===== src/rtl/acc_map.svh =====
`ifndef ACC_MAP_SVH
`define ACC_MAP_SVH
`define ACC_REF_HZ 10000000
`define ACC_CONV_HZ 500000
`define ACC_CONV_DIV (`ACC_REF_HZ / `ACC_CONV_HZ)
`define ACC_CMD_WCFG 8'h44
`define ACC_CMD_RCFG 8'h46
`define ACC_CMD_RDAT 7'h20
`define ACC_CMD_START 4'hC
`define ACC_CFG0_RST 8'h00
`define ACC_CFG1_RST 8'h0A
`define ACC_F_REF 4
`define ACC_F_DIFF 5
`define ACC_F_RUN 6
`define ACC_F_TRIG 7
`define ACC_F_JUST 2
`define ACC_F_PWR 3
`define ACC_FIFO_W 16
`define ACC_FIFO_D 32
`endif


===== src/rtl/acc_pkg.sv =====
package acc_pkg;
    typedef enum logic {ACC_IDLE, ACC_CONV} acc_state_t;
    typedef logic [1:0] acc_res_t;
endpackage : acc_pkg


===== src/rtl/acc_top.sv =====
// Function
// RQ1 - Resolution field picks 6, 8, 10 or 12 bits; default 10.
// RQ2 - Differential mode: input zero inverting, inputs one to three non-inverting.
// RQ3 - Reference bit 1 selects external reference pin, 0 internal bandgap.
// RQ4 - Channel from start command operand, else from input select field.
// RQ5 - Select top bit set samples supply third with bandgap reference always.
// RQ6 - Result placed in 16-bit register, justify bit chooses top or bottom.
// RQ7 - Single-ended code is ratio times 2^N; differential is offset binary.
// RQ8 - Overrange flag updated after every conversion.
// RQ9 - Power bit cleared switches converter off; no conversions occur.
// RQ10 - Start by trigger rising or command; begin after chip select high.
// RQ11 - Run bit low: one conversion per start, done pulse on store.
// RQ12 - Trigger low or new start command aborts running conversion.
// RQ13 - Single conversion takes N/2 plus 3 converter clock cycles; the code stores the result N/2 plus 2 cycles after sampling starts.
// RQ14 - Run bit high: convert repeatedly, done pulse per stored value.
// RQ15 - Continuous interval between results is N/2 plus 1 cycles.
// RQ16 - Sequencing runs on a 500 kHz converter clock.
// RQ17 - Start command byte is 1100 followed by channel select.
// RQ18 - Done pulse lasts one converter clock cycle with the update.
`include "acc_map.svh"
`timescale 1ns/1ps
`default_nettype none

module acc_fifo #(
    parameter int W = `ACC_FIFO_W,
    parameter int D = `ACC_FIFO_D
) (
    input wire logic clk_in,
    input wire logic rstn_in,
    input wire logic [W-1:0] in_data_in,
    input wire logic in_valid_in,
    output logic in_ready_out,
    output logic [W-1:0] out_data_out,
    output logic out_valid_out,
    input wire logic out_ready_in
);
    localparam int AW = $clog2(D);
    logic [W-1:0] mem_r [D];
    logic [AW-1:0] wr_r, wr_nxt, rd_r, rd_nxt;
    logic [AW:0] cnt_r, cnt_nxt;
    logic push, pop;

    always_comb
    begin
        push = in_valid_in && in_ready_out;
        pop = out_valid_out && out_ready_in;
        wr_nxt = push ? wr_r + 1'b1 : wr_r;
        rd_nxt = pop ? rd_r + 1'b1 : rd_r;
        cnt_nxt = cnt_r + {{AW{1'b0}}, push} - {{AW{1'b0}}, pop};
    end

    always_ff @(posedge clk_in)
    begin
        if (!rstn_in)
        begin
            wr_r <= '0;
            rd_r <= '0;
            cnt_r <= '0;
        end
        else
        begin
            wr_r <= wr_nxt;
            rd_r <= rd_nxt;
            cnt_r <= cnt_nxt;
        end
        if (push)
        begin
            mem_r[wr_r] <= in_data_in;
        end
    end

    assign in_ready_out = (cnt_r != (AW+1)'(D));
    assign out_valid_out = (cnt_r != '0);
    assign out_data_out = mem_r[rd_r];
endmodule : acc_fifo

module acc_top (
    input wire logic REF_CLK_IN,
    input wire logic RESETN_IN,
    input wire logic PORT_CSN_IN,
    input wire logic PORT_SCK_IN,
    input wire logic PORT_MOSI_IN,
    output logic PORT_MISO_OUT,
    input wire logic [12:0] AFE_CODE_IN,
    output logic AFE_POWER_OUT,
    output logic [2:0] AFE_CHAN_OUT,
    output logic AFE_REF_EXT_OUT,
    output logic AFE_DIFF_OUT,
    output logic AFE_SAMPLE_OUT,
    output logic DONE_OUT,
    output logic [15:0] RESULT_DATA_OUT,
    output logic RESULT_VALID_OUT,
    input wire logic RESULT_READY_IN
);
    import acc_pkg::*;

    localparam logic [4:0] DIV_M1 = 5'(`ACC_CONV_DIV - 1);

    // ----------------------------------------------------------------
    // Register port
    // ----------------------------------------------------------------
    logic [2:0] s1_r, s2_r, s3_r, pin_r, pin_nxt;
    logic [2:0] bit_r, bit_nxt;
    logic [1:0] idx_r, idx_nxt;
    logic [7:0] shin_r, shin_nxt, shout_r, shout_nxt, cmd_r, cmd_nxt;
    logic [7:0] cfg0_r, cfg0_nxt, cfg1_r, cfg1_nxt, rx;
    logic sck_rise, sck_fall, frame_go, start_cmd;
    logic trig_rise, trig_fall;
    acc_state_t st_r, st_nxt;
    logic ovr_r, ovr_nxt;
    logic [15:0] data_r, data_nxt;
    logic [4:0] done_r, done_nxt;

    always_comb
    begin
        // The pins are settled once two later stages agree.
        pin_nxt = pin_r;
        for (int i = 0; i < 3; i++)
        begin
            if (s2_r[i] == s3_r[i])
            begin
                pin_nxt[i] = s3_r[i];
            end
        end
        sck_rise = !pin_r[1] && pin_nxt[1] && !pin_r[2];
        sck_fall = pin_r[1] && !pin_nxt[1] && !pin_r[2];
        frame_go = pin_r[2] && !pin_nxt[2];
        bit_nxt = bit_r;
        idx_nxt = idx_r;
        shin_nxt = shin_r;
        shout_nxt = shout_r;
        cmd_nxt = cmd_r;
        cfg0_nxt = cfg0_r;
        cfg1_nxt = cfg1_r;
        start_cmd = 1'b0;
        rx = {shin_r[6:0], pin_r[0]};
        if (frame_go)
        begin
            bit_nxt = 3'h0;
            idx_nxt = 2'h0;
            shout_nxt = {5'h00, st_r == ACC_CONV, ovr_r, done_r != 5'h00};
        end
        else if (sck_fall && bit_r != 3'h0)
        begin
            shout_nxt = {shout_r[6:0], 1'b0};
        end
        else if (sck_rise)
        begin
            shin_nxt = rx;
            bit_nxt = bit_r + 3'h1;
            if (bit_r == 3'h7)
            begin
                idx_nxt = (idx_r == 2'h3) ? idx_r : idx_r + 2'h1;
                shout_nxt = 8'h00;
                if (idx_r == 2'h0)
                begin
                    cmd_nxt = rx;
                    start_cmd = (rx[7:4] == `ACC_CMD_START); // [RQ17]
                    if (rx == `ACC_CMD_RCFG)
                    begin
                        shout_nxt = cfg0_r;
                    end
                    else if (rx[7:1] == `ACC_CMD_RDAT)
                    begin
                        shout_nxt = rx[0] ? data_r[15:8] : data_r[7:0];
                    end
                end
                else if (cmd_r == `ACC_CMD_WCFG)
                begin
                    // Bytes after the second configuration byte are reserved and dropped.
                    if (idx_r == 2'h1)
                    begin
                        cfg0_nxt = rx;
                    end
                    else if (idx_r == 2'h2)
                    begin
                        cfg1_nxt = rx;
                    end
                end
                else if (idx_r == 2'h1 && cmd_r == `ACC_CMD_RCFG)
                begin
                    shout_nxt = cfg1_r;
                end
                else if (idx_r == 2'h1 && cmd_r == {`ACC_CMD_RDAT, 1'b0})
                begin
                    shout_nxt = data_r[15:8];
                end
            end
        end
        trig_rise = !cfg0_r[`ACC_F_TRIG] && cfg0_nxt[`ACC_F_TRIG]; // [RQ10]
        trig_fall = cfg0_r[`ACC_F_TRIG] && !cfg0_nxt[`ACC_F_TRIG];
    end

    always_ff @(posedge REF_CLK_IN)
    begin
        if (!RESETN_IN)
        begin
            // Serial clock resets to its idle low level, so no false edge.
            s1_r <= 3'h5;
            s2_r <= 3'h5;
            s3_r <= 3'h5;
            pin_r <= 3'h5;
            bit_r <= 3'h0;
            idx_r <= 2'h0;
            shin_r <= 8'h00;
            shout_r <= 8'h00;
            cmd_r <= 8'h00;
            cfg0_r <= `ACC_CFG0_RST;
            cfg1_r <= `ACC_CFG1_RST; // [RQ1]
        end
        else
        begin
            s1_r <= {PORT_CSN_IN, PORT_SCK_IN, PORT_MOSI_IN};
            s2_r <= s1_r;
            s3_r <= s2_r;
            pin_r <= pin_nxt;
            bit_r <= bit_nxt;
            idx_r <= idx_nxt;
            shin_r <= shin_nxt;
            shout_r <= shout_nxt;
            cmd_r <= cmd_nxt;
            cfg0_r <= cfg0_nxt;
            cfg1_r <= cfg1_nxt;
        end
    end

    assign PORT_MISO_OUT = shout_r[7];

    // ----------------------------------------------------------------
    // Conversion sequencer
    // ----------------------------------------------------------------
    logic [4:0] div_r, div_nxt, n;
    logic [3:0] cnt_r, cnt_nxt, sh, tconv, pch_r, pch_nxt, ch_r, ch_nxt;
    logic pend_r, pend_nxt, smp_r, smp_nxt, ce, pwr, go, fin_try, fin;
    logic fifo_rdy, ovr_c;
    logic [12:0] mask, code_s, sd;
    logic [13:0] t;
    logic [11:0] val;
    logic [15:0] res16;

    always_comb
    begin
        pwr = cfg1_r[`ACC_F_PWR];
        ce = (div_r == DIV_M1); // [RQ16]
        div_nxt = ce ? 5'h00 : div_r + 5'h01;
        n = {2'b00, cfg1_r[1:0], 1'b0} + 5'h06; // [RQ1]
        sh = 4'h6 - {1'b0, cfg1_r[1:0], 1'b0};
        tconv = {2'b00, cfg1_r[1:0]} + 4'h6; // [RQ13]
        mask = (13'h0001 << n) - 13'h0001;
        // Single-ended: plain scaling, saturating on overrange.
        code_s = AFE_CODE_IN >> sh;
        // Differential: offset by half scale and clip both ends.
        sd = 13'($signed(AFE_CODE_IN) >>> sh);
        t = {sd[12], sd} + 14'(14'h0001 << (n - 5'h01)); // [RQ7]
        if (cfg0_r[`ACC_F_DIFF] && !ch_r[3])
        begin
            ovr_c = t[13] || (t > {1'b0, mask});
            val = t[13] ? 12'h000 : (ovr_c ? mask[11:0] : t[11:0]);
        end
        else
        begin
            ovr_c = AFE_CODE_IN[12];
            val = ovr_c ? mask[11:0] : code_s[11:0]; // [RQ7]
        end
        res16 = cfg1_r[`ACC_F_JUST] ? {4'h0, val}
            : 16'({4'h0, val} << (5'h10 - n)); // [RQ6]
        st_nxt = st_r;
        cnt_nxt = cnt_r;
        pend_nxt = pend_r;
        pch_nxt = pch_r;
        ch_nxt = ch_r;
        smp_nxt = smp_r && !ce;
        ovr_nxt = ovr_r;
        data_nxt = data_r;
        done_nxt = (done_r != 5'h00) ? done_r - 5'h01 : 5'h00;
        go = 1'b0;
        fin_try = 1'b0;
        fin = 1'b0;
        if (start_cmd)
        begin
            pend_nxt = 1'b1;
            pch_nxt = rx[3:0]; // [RQ4]
            st_nxt = ACC_IDLE; // [RQ12]
        end
        else if (trig_rise)
        begin
            pend_nxt = 1'b1;
            pch_nxt = cfg0_r[3:0]; // [RQ4]
        end
        else if (trig_fall)
        begin
            pend_nxt = 1'b0;
            st_nxt = ACC_IDLE; // [RQ12]
        end
        else if (st_r == ACC_IDLE)
        begin
            go = pend_r && pin_r[2] && ce && pwr; // [RQ10]
            if (go)
            begin
                pend_nxt = 1'b0;
                ch_nxt = pch_r;
                smp_nxt = 1'b1;
                cnt_nxt = tconv - 4'h1;
                st_nxt = ACC_CONV;
            end
        end
        else if (ce)
        begin
            fin_try = (cnt_r == 4'h1);
            fin = fin_try && fifo_rdy;
            if (!fin_try)
            begin
                cnt_nxt = cnt_r - 4'h1;
            end
            else if (fin)
            begin
                data_nxt = res16; // [RQ6]
                ovr_nxt = ovr_c; // [RQ8]
                done_nxt = 5'(`ACC_CONV_DIV); // [RQ18]
                smp_nxt = cfg0_r[`ACC_F_RUN];
                cnt_nxt = {2'b00, cfg1_r[1:0]} + 4'h4; // [RQ15]
                // Continuous runs until the run bit drops; else one shot.
                st_nxt = cfg0_r[`ACC_F_RUN] ? ACC_CONV : ACC_IDLE; // [RQ11] [RQ14]
            end
        end
        if (!pwr)
        begin
            st_nxt = ACC_IDLE; // [RQ9]
            pend_nxt = 1'b0;
            smp_nxt = 1'b0;
            done_nxt = 5'h00;
        end
    end

    always_ff @(posedge REF_CLK_IN)
    begin
        if (!RESETN_IN)
        begin
            div_r <= 5'h00;
            st_r <= ACC_IDLE;
            cnt_r <= 4'h0;
            pend_r <= 1'b0;
            pch_r <= 4'h0;
            ch_r <= 4'h0;
            smp_r <= 1'b0;
            ovr_r <= 1'b0;
            data_r <= 16'h0000;
            done_r <= 5'h00;
        end
        else
        begin
            div_r <= div_nxt;
            st_r <= st_nxt;
            cnt_r <= cnt_nxt;
            pend_r <= pend_nxt;
            pch_r <= pch_nxt;
            ch_r <= ch_nxt;
            smp_r <= smp_nxt;
            ovr_r <= ovr_nxt;
            data_r <= data_nxt;
            done_r <= done_nxt;
        end
    end

    assign AFE_POWER_OUT = pwr;
    assign AFE_CHAN_OUT = ch_r[3] ? 3'h4 : {1'b0, ch_r[1:0]}; // [RQ2] [RQ5]
    assign AFE_REF_EXT_OUT = cfg0_r[`ACC_F_REF] && !ch_r[3]; // [RQ3] [RQ5]
    assign AFE_DIFF_OUT = cfg0_r[`ACC_F_DIFF] && !ch_r[3]; // [RQ2]
    assign AFE_SAMPLE_OUT = smp_r;
    assign DONE_OUT = (done_r != 5'h00);

    // Results stall at the last step if the stream consumer lags.
    acc_fifo #(.W(`ACC_FIFO_W), .D(`ACC_FIFO_D)) u_fifo (
        .clk_in(REF_CLK_IN),
        .rstn_in(RESETN_IN),
        .in_data_in(res16),
        .in_valid_in(fin_try),
        .in_ready_out(fifo_rdy),
        .out_data_out(RESULT_DATA_OUT),
        .out_valid_out(RESULT_VALID_OUT),
        .out_ready_in(RESULT_READY_IN)
    );

    // ----------------------------------------------------------------
    // Checks
    // ----------------------------------------------------------------
    logic [4:0] edges_r;
    logic first_r;
    always_ff @(posedge REF_CLK_IN)
    begin
        if (!RESETN_IN || go || st_r == ACC_IDLE)
        begin
            edges_r <= 5'h00;
            first_r <= 1'b1;
        end
        else if (fin)
        begin
            edges_r <= 5'h00;
            first_r <= 1'b0;
        end
        else if (ce && !fin_try)
        begin
            edges_r <= edges_r + 5'h01;
        end
    end

    done_width_a: assert property (@(posedge REF_CLK_IN) disable iff (!RESETN_IN) // [RQ18]
        $rose(DONE_OUT) |-> ##19 DONE_OUT ##1 !DONE_OUT)
        else $error("done pulse width wrong");
    done_src_a: assert property (@(posedge REF_CLK_IN) disable iff (!RESETN_IN) // [RQ11]
        $rose(DONE_OUT) |-> $past(st_r) == ACC_CONV && data_r == $past(res16))
        else $error("done without a stored result");
    power_off_a: assert property (@(posedge REF_CLK_IN) disable iff (!RESETN_IN) // [RQ9]
        !pwr |=> st_r == ACC_IDLE && !DONE_OUT [*1])
        else $error("converter active while powered off");
    first_len_a: assert property (@(posedge REF_CLK_IN) disable iff (!RESETN_IN) // [RQ13]
        fin && first_r |-> edges_r == 5'(tconv - 4'h2))
        else $error("single conversion length wrong");
    cycle_len_a: assert property (@(posedge REF_CLK_IN) disable iff (!RESETN_IN) // [RQ15]
        fin && !first_r |-> edges_r == {3'h0, cfg1_r[1:0]} + 5'h03)
        else $error("continuous interval wrong");
    abort_a: assert property (@(posedge REF_CLK_IN) disable iff (!RESETN_IN) // [RQ12]
        trig_fall |=> st_r == ACC_IDLE && !pend_r)
        else $error("trigger low did not abort");
    ovr_upd_a: assert property (@(posedge REF_CLK_IN) disable iff (!RESETN_IN) // [RQ8]
        fin |=> ovr_r == $past(ovr_c))
        else $error("overrange flag not updated");
    right_just_a: assert property (@(posedge REF_CLK_IN) disable iff (!RESETN_IN) // [RQ6]
        fin && cfg1_r[`ACC_F_JUST] |=> (data_r >> $past(n)) == 16'h0000)
        else $error("right justified result has high bits");
    wait_csn_a: assert property (@(posedge REF_CLK_IN) disable iff (!RESETN_IN) // [RQ10]
        $rose(AFE_SAMPLE_OUT) && $past(st_r) == ACC_IDLE
        |-> $past(pin_r[2]) && $past(ce))
        else $error("conversion began inside a port frame");
endmodule : acc_top

`default_nettype wire


===== config.mk =====
export PLATFORM = sky130hd
export DESIGN_NAME = acc_top
export DESIGN_NICKNAME = d
export VERILOG_FILES = /design/src/rtl/acc_pkg.sv /design/src/rtl/acc_top.sv
export VERILOG_INCLUDE_DIRS = /design/src /design/src/rtl
export SDC_FILE = /design/constraint.sdc
export NUM_CORES = 1
export LEC_CHECK = 0
export ABC_AREA = 0
export BUFFER_PORTS_ARGS = -buffer_cell sky130_fd_sc_hd__buf_4
export CORE_MARGIN = 3
export CORE_UTILIZATION = 50
export CTS_CLUSTER_SIZE = 20
export DETAILED_ROUTE_END_ITERATION = 6
export PLACE_DENSITY = 0.68
export SYNTH_ARGS = -nofsm -noshare
export SYNTH_HDL_FRONTEND = slang
export SYNTH_SLANG_ARGS = --single-unit

===== constraint.sdc =====
create_clock -name REF_CLK_IN -period 8.1 [get_ports REF_CLK_IN]
set_input_delay 2.025 -clock REF_CLK_IN [delete_from_list [all_inputs] [get_ports REF_CLK_IN]]
set_output_delay 2.025 -clock REF_CLK_IN [all_outputs]
set_load 0.01 [all_outputs]

# == After elaboration in Yosys (flattened, before gate mapping) ==
# Memory sizes are Yosys's and may differ from the RTL's. A register that Yosys moved wholly into a read port is not among the register bits.
# Index checks and enable logic that the tools add are counted.
# op_classes
addsub,18
order_cmp,1
n_eq_ne,19
n_shift,5
mux,76
bitwise,11
n_reduce_logical,55
# ops
operator,count
$mux W8,17
$mux W5,10
$mux W12,4
$mux W1,35
$eq A8 B7 Y1 const B,4
$mux W4,7
$logic_and A1 B1 Y1,19
$mux W16,1
$shl A12 B5 Y16,1
$add A5 B1 Y5 const B,3
$add A14 B14 Y14,1
$gt A14 B13 Y1,1
$reduce_and A7 Y1,2
$shl A1 B5 Y14 const A,1
$shl A1 B4 Y13 const A,1
$shr A13 B4 Y12,1
$sshr A13 B4 Y13,1
$sub A13 B1 Y13 const B,1
$not A1 Y1,11
$reduce_and A2 Y1,5
$reduce_and A5 Y1,2
$reduce_bool A3 Y1,3
$add A2 B3 Y4 const B,2
$logic_not A1 Y1,8
other kinds (35),44
# totals
regBits,114
ram_bits,512
input_bits,19
out_inout_bits,26
word_cells,213
mem_count,1
# mem_list
memory,words,word_bits,rd,rd_ports_with_merged_regs,wr,line_no,source
u_fifo.mem_r,32,16,1,1,1,acc_top.sv:38,logic [W-1:0] mem_r [D];

# == Depth between registers and ports, before layout ==
# logic_depth
word_depth,16
depth_mapped,29
depth_no_buf,24

# == Modules after synthesis ==
# From an unflattened synthesis, not the netlist that was laid out.
# unflattened
cells_unflattened,1954
area_unflattened_um2,27627.7
# by_module_without_submodules
module,instances,cells_each,area_per_inst_um2,seq_area_each_um2
acc_fifo,1,1070,20709.9,15795.1
acc_top,1,884,6917.9,1921.8

# == Worst setup path after synthesis ==
# No wires, ideal clock.
# synth_path
path_kind,input to register
startpoint,in AFE_CODE_IN[7]
endpoint,mem u_fifo.mem_r[0][2] (netlist bit) (data pin)
setup_ps,577
arrival_ps,7777
required_ps,7523
slack_ps,-254
stages,19
n_path_buf,0
cell_sequence,mux2_2 a22o_1 o21bai_1 ha_1 a41oi_2 nand2_1 nor2_4 o21bai_1 xor2_1 ha_1 a21oi_1 nand2_1 a211o_2 a221o_1 a211o_4 nor4b_1 or3_4 nor2_1 o41ai_1
# synth_via
elab_chain_len,9
elab_cells_between_ends,11
classes_between,add/sub (1); order compare (1); shift (3); mux (5); reduce/logical (1)
# synth_rtl
element,line_no,source
"start, declared",acc_top.sv:84,"input wire logic [12:0] AFE_CODE_IN,"
$sshr A13 B4 Y13,acc_top.sv:253,sd = 13'($signed(AFE_CODE_IN) >>> sh);
$add A14 B14 Y14,acc_top.sv:254,"t = {sd[12], sd} + 14'(14'h0001 << (n - 5'h01));"
$gt A14 B13 Y1,acc_top.sv:257,"ovr_c = t[13] || (t > {1'b0, mask});"
$logic_or A1 B1 Y1,acc_top.sv:257,
$mux W12 (2 in a row),acc_top.sv:258,val = t[13] ? 12'h000 : (ovr_c ? mask[11:0] : t[11:0]);
$mux W12 (*),acc_top.sv:255,if (cfg0_r[`ACC_F_DIFF] && !ch_r[3])
$shl A12 B5 Y16,acc_top.sv:266,": 16'({4'h0, val} << (5'h10 - n));"
$mux W16 (*),acc_top.sv:265,"res16 = cfg1_r[`ACC_F_JUST] ? {4'h0, val}"
named net res16[2],acc_top.sv:239,logic [15:0] res16;
"end, declared",acc_top.sv:38,
# Mark *: on every way through the listed nets, which the timed path passes. The rest lies on a longest branch.

# == Final worst setup path ==
# layout_path
startpoint,in AFE_CODE_IN[11]
endpoint,mem u_fifo.mem_r[28][10] (netlist bit) (data pin)
# The elaborated chain is that of the path after synthesis.

==> impl_metrics.toml <==
[grt]
first_global_vias = 15940
grt_util_all_layers_pct = 23.35
overflow = 0
grt_start_max_net_pins = 64
grt_pass1_wl_mm = 99.09
antenna_found_initial = 2

[route]
wl_per_cell_um = 26.00
vias = 15670
ant_nets = 0
route.detailed.drc = 0
drt_wl_total_mm = 65.80
firstDrtPassIters = 5
via_per_inst = 6.190
first_iter_violations = 1543

[worst_hold_path]
min_path_type = "flip-flop to flip-flop"
hold_depth = 1
hold_start = "s1_r[0]$_SDFF_PN1_"
hold_end = "s2_r[0]$_SDFF_PN1_"

[clock_tree]
htreeDepth = 3
cts_buffers = 66
path_clk_slew_ns = 0.06
cts-resized-gates = 0
worst_skew_pair.late_latency_ns = 0.61
cts_tree = "yes"
root_buffer = "clkbuf_16"
hold_buffers = 0
cts_sinks = 629
cts_buffer_depth = 3
post_cts_buffers = 0

[critical_path]
rrSetupSlack_ns = 1.11
reg2reg_from = "cfg1_r[0]$_SDFFE_PN0P_"
rr_worst_depth = 25
cp.arrival_ns = 7.64
cp.required_ns = 8.50
path_buf_inv = 3
start_kind = "primary input"
r2r-end = "u_fifo.mem_r[28][10]$_DFFE_PP_"
crit_path_max_incr_delay_ns = 0.66
path_max_fanout = 32
crit_slowest_cell = "a2111oi_0"
crit_type = "primary input to flip-flop"
cpLargestDelayFamily = "compound AO/OA/AOI/OAI gates"
endpoint_kind = "flip-flop"
cp_cell_sequence = "buf_4, mux2_2, a22o_1, o21bai_1, ha_1, nand4_1, o211a_2, o21bai_1, a21oi_1, a31oi_1, inv_1, ha_1, nand4_1, nor2_1, a211o_2, a221o_1, a211oi_4, and4_2, nor4_1, a2111oi_0, nor3_1, nor3b_2, buf_4"

[logic_synthesis]
synth_xor_area_share_pct = 0.9326
ys_seq_area_share_pct = 65.05
synth_compound_area_share_pct = 5.825
ys_types = 96
avgSynthCellArea_um2 = 15.92
synth_seq_cells = 629
synth_nets = 1786
yosysTopAreaCellShare_pct = 56.45
synthTopCellsByArea = "edfxtp_1 (56%), mux4_2 (14%), dfxtp_1 (8.6%)"
synth_edf_count = 512
synth_top_family_by_area = "multiplexers"
muxShareOfSynthArea_pct = 16.46
synth_commonest_cells = "edfxtp_1 (512), mux4_2 (165), nor2_1 (144)"
synth_warnings = 0
yosys.area_share.simple_pct = 6.808
synth_flop_cell = "edfxtp_1"
syn_area_mm2 = 0.02724
async_flop_share_pct = 0
synthCells = 1711
yosys.cell_count.top_type = "edfxtp_1"
synth_top_area_cell = "edfxtp_1"
synth_fa_ha_area_share_pct = 2.600

[sta]
relSlewSlack_pct = 16.02
max_freq_ghz = 0.1381
period_share_pct = 89.43
hold_viol_final = 0
final-setup-viol-count = 0
rsz0062_at_grt = "false"
slew_viol_final = 0
setup_tns_ns = 0
layout_min_cycle_time_ns = 7.244
worst_pin_slew_ns = 1.258
fin_skew_ns = 0.01764

[placement]
port-buffer-count = 44
gp_congestion = 0.9166
placed_area_mm2 = 0.02863
dpl.hpwl_mm = 40.58

[power]
power.density_mw_per_mm2 = 249.1
ir_worst_vdd_uv = 143.9
p_leak_nw = 10.14

[floorplanning]
io-pin-count = 45
core_region_area_mm2 = 0.05318
start_util_pct = 51.21
rows = 84
die_area_mm2 = 0.05731
die_height_um = 239.4
die_width_um = 239.4

[cells_and_area]
fin_nets = 1867
finalInstanceArea_mm2 = 0.03077
n_antenna_cell = 0
syn2layout_area_growth_pct = 12.99
drive_gt1_share_pct = 25.34

[run]
drv_cap = 0

[status]
run_status = "finished, final reports clean"
-- state kept, by name, summed over array words and instances (netlist names), 2 cells and up, named ones only --
signal and flops:
bit_r 3, cfg0_r 8, cfg1_r 8, ch_r 3
cmd_r 8, cnt_r 4, data_r 16, div_r 5
done_r 5, idx_r 2, pch_r 3, pin_r 3
s1_r 3, s2_r 3, s3_r 3, shin_r 7
shout_r 8, u_fifo.cnt_r 6, u_fifo.mem_r 512, u_fifo.rd_r 5
u_fifo.wr_r 5
-- kinds of logic (layout without fill, tap and decap cells) --
kind of cell             after synthesis  count (layout)
multiplexers                         237             237
AO/OA/AOI/OAI                        224             224
buffers and inverters                143             275
flip-flops                           629             629
adder cells (fa/ha/maj)               56              56
XOR/XNOR                              29              29
AND/OR/NAND/NOR                      393             393
-- through the flow --
step           util (%)  std cells  setup slack (ns)  total power, mW  hold slack (ns)
6_report          57.87       2531            0.8564            7.666           0.4042
5_1_grt           57.87       2531            0.5092            7.937           0.4426
4_1_cts           57.87       2531            0.9362            7.736           0.4060
3_5_place_dp      53.84       2412            0.3118            4.753           0.3921
3_3_place_gp      53.84       2412            0.3521            4.738           0.3910
2_1_floorplan         -       1711           0.08416            4.451           0.3863
-- worst reg2reg max path, delay by kind of cell (launching register included) --
family / cells / cell delay, ns
compound gates: 9 / 2.85
fa+ha+maj: 4 / 1.33
simple gates: 8 / 1.21
buf+inv: 4 / 1.09
flops: 1 / 0.31
-- cells in the final DEF (no fill, tap or decap), types with 12 or more instances in the layout --
| master | Yosys | routed |
|---|---|---|
| clkbuf_1 | 61 | 18 |
| xnor2_1 | 14 | 14 |
| buf_4 | 4 | 105 |
| xor2_1 | 15 | 15 |
| nand3_1 | 24 | 24 |
| mux4_2 | 165 | 165 |
| nand2_1 | 108 | 108 |
| a31oi_1 | 15 | 15 |
| nand4_1 | 14 | 14 |
| mux2i_1 | 46 | 46 |
| a211oi_1 | 18 | 18 |
| inv_1 | 48 | 48 |
| clkbuf_16 | 0 | 66 |
| nor3_1 | 21 | 19 |
| ha_1 | 55 | 55 |
| nor2_1 | 144 | 114 |
| nor2_2 | 0 | 26 |
| o21ai_0 | 31 | 30 |
| dfxtp_1 | 117 | 112 |
| clkinv_1 | 1 | 12 |
| mux2_2 | 24 | 24 |
| a21oi_1 | 62 | 61 |
| edfxtp_1 | 512 | 512 |
-- worst max path at each step --
stage               startpoint  cells after the start  slack, ns                             end
3_5_place_dp   AFE_CODE_IN[11]                     22       0.31   u_fifo.mem_r[16][8]$_DFFE_PP_
5_1_grt         AFE_CODE_IN[7]                     23       0.51  u_fifo.mem_r[17][10]$_DFFE_PP_
6_report       AFE_CODE_IN[11]                     23       0.86  u_fifo.mem_r[28][10]$_DFFE_PP_
2_1_floorplan   AFE_CODE_IN[7]                     20       0.08   u_fifo.mem_r[0][10]$_DFFE_PP_
3_3_place_gp    AFE_CODE_IN[7]                     23       0.35   u_fifo.mem_r[16][8]$_DFFE_PP_
4_1_cts         AFE_CODE_IN[7]                     23       0.94  u_fifo.mem_r[28][10]$_DFFE_PP_
-- per-layer routing --
layer  part of all wire (%)  routed length (um)  track usage [%]
met1                     40               26570            30.97
met2                     50               33030            39.48
met3                    6.1                4038            3.903
met4                    3.3                2160            8.100
met5                      0                   0                0
-- power by group --
group	internal [mW]	switching, mW
logic	0.600	0.471
clock network	1.74	1.26
registers	3.50	0.0960
total	5.84	1.83
-- final cells by class --
| class | count | area (um^2) |
|---|---|---|
| well taps | 688 | 860.8 |
| clock buffers | 86 | 1747 |
| inverters | 50 | 187.7 |
| fillers | 4044 | 22410 |
| repair buffers | 106 | 808.3 |
| multi-input cells | 939 | 9047 |
| flip-flops and latches | 629 | 17730 |
| clock inverters | 33 | 394.1 |
No activity file was read; power rests on OpenSTA's default activity.
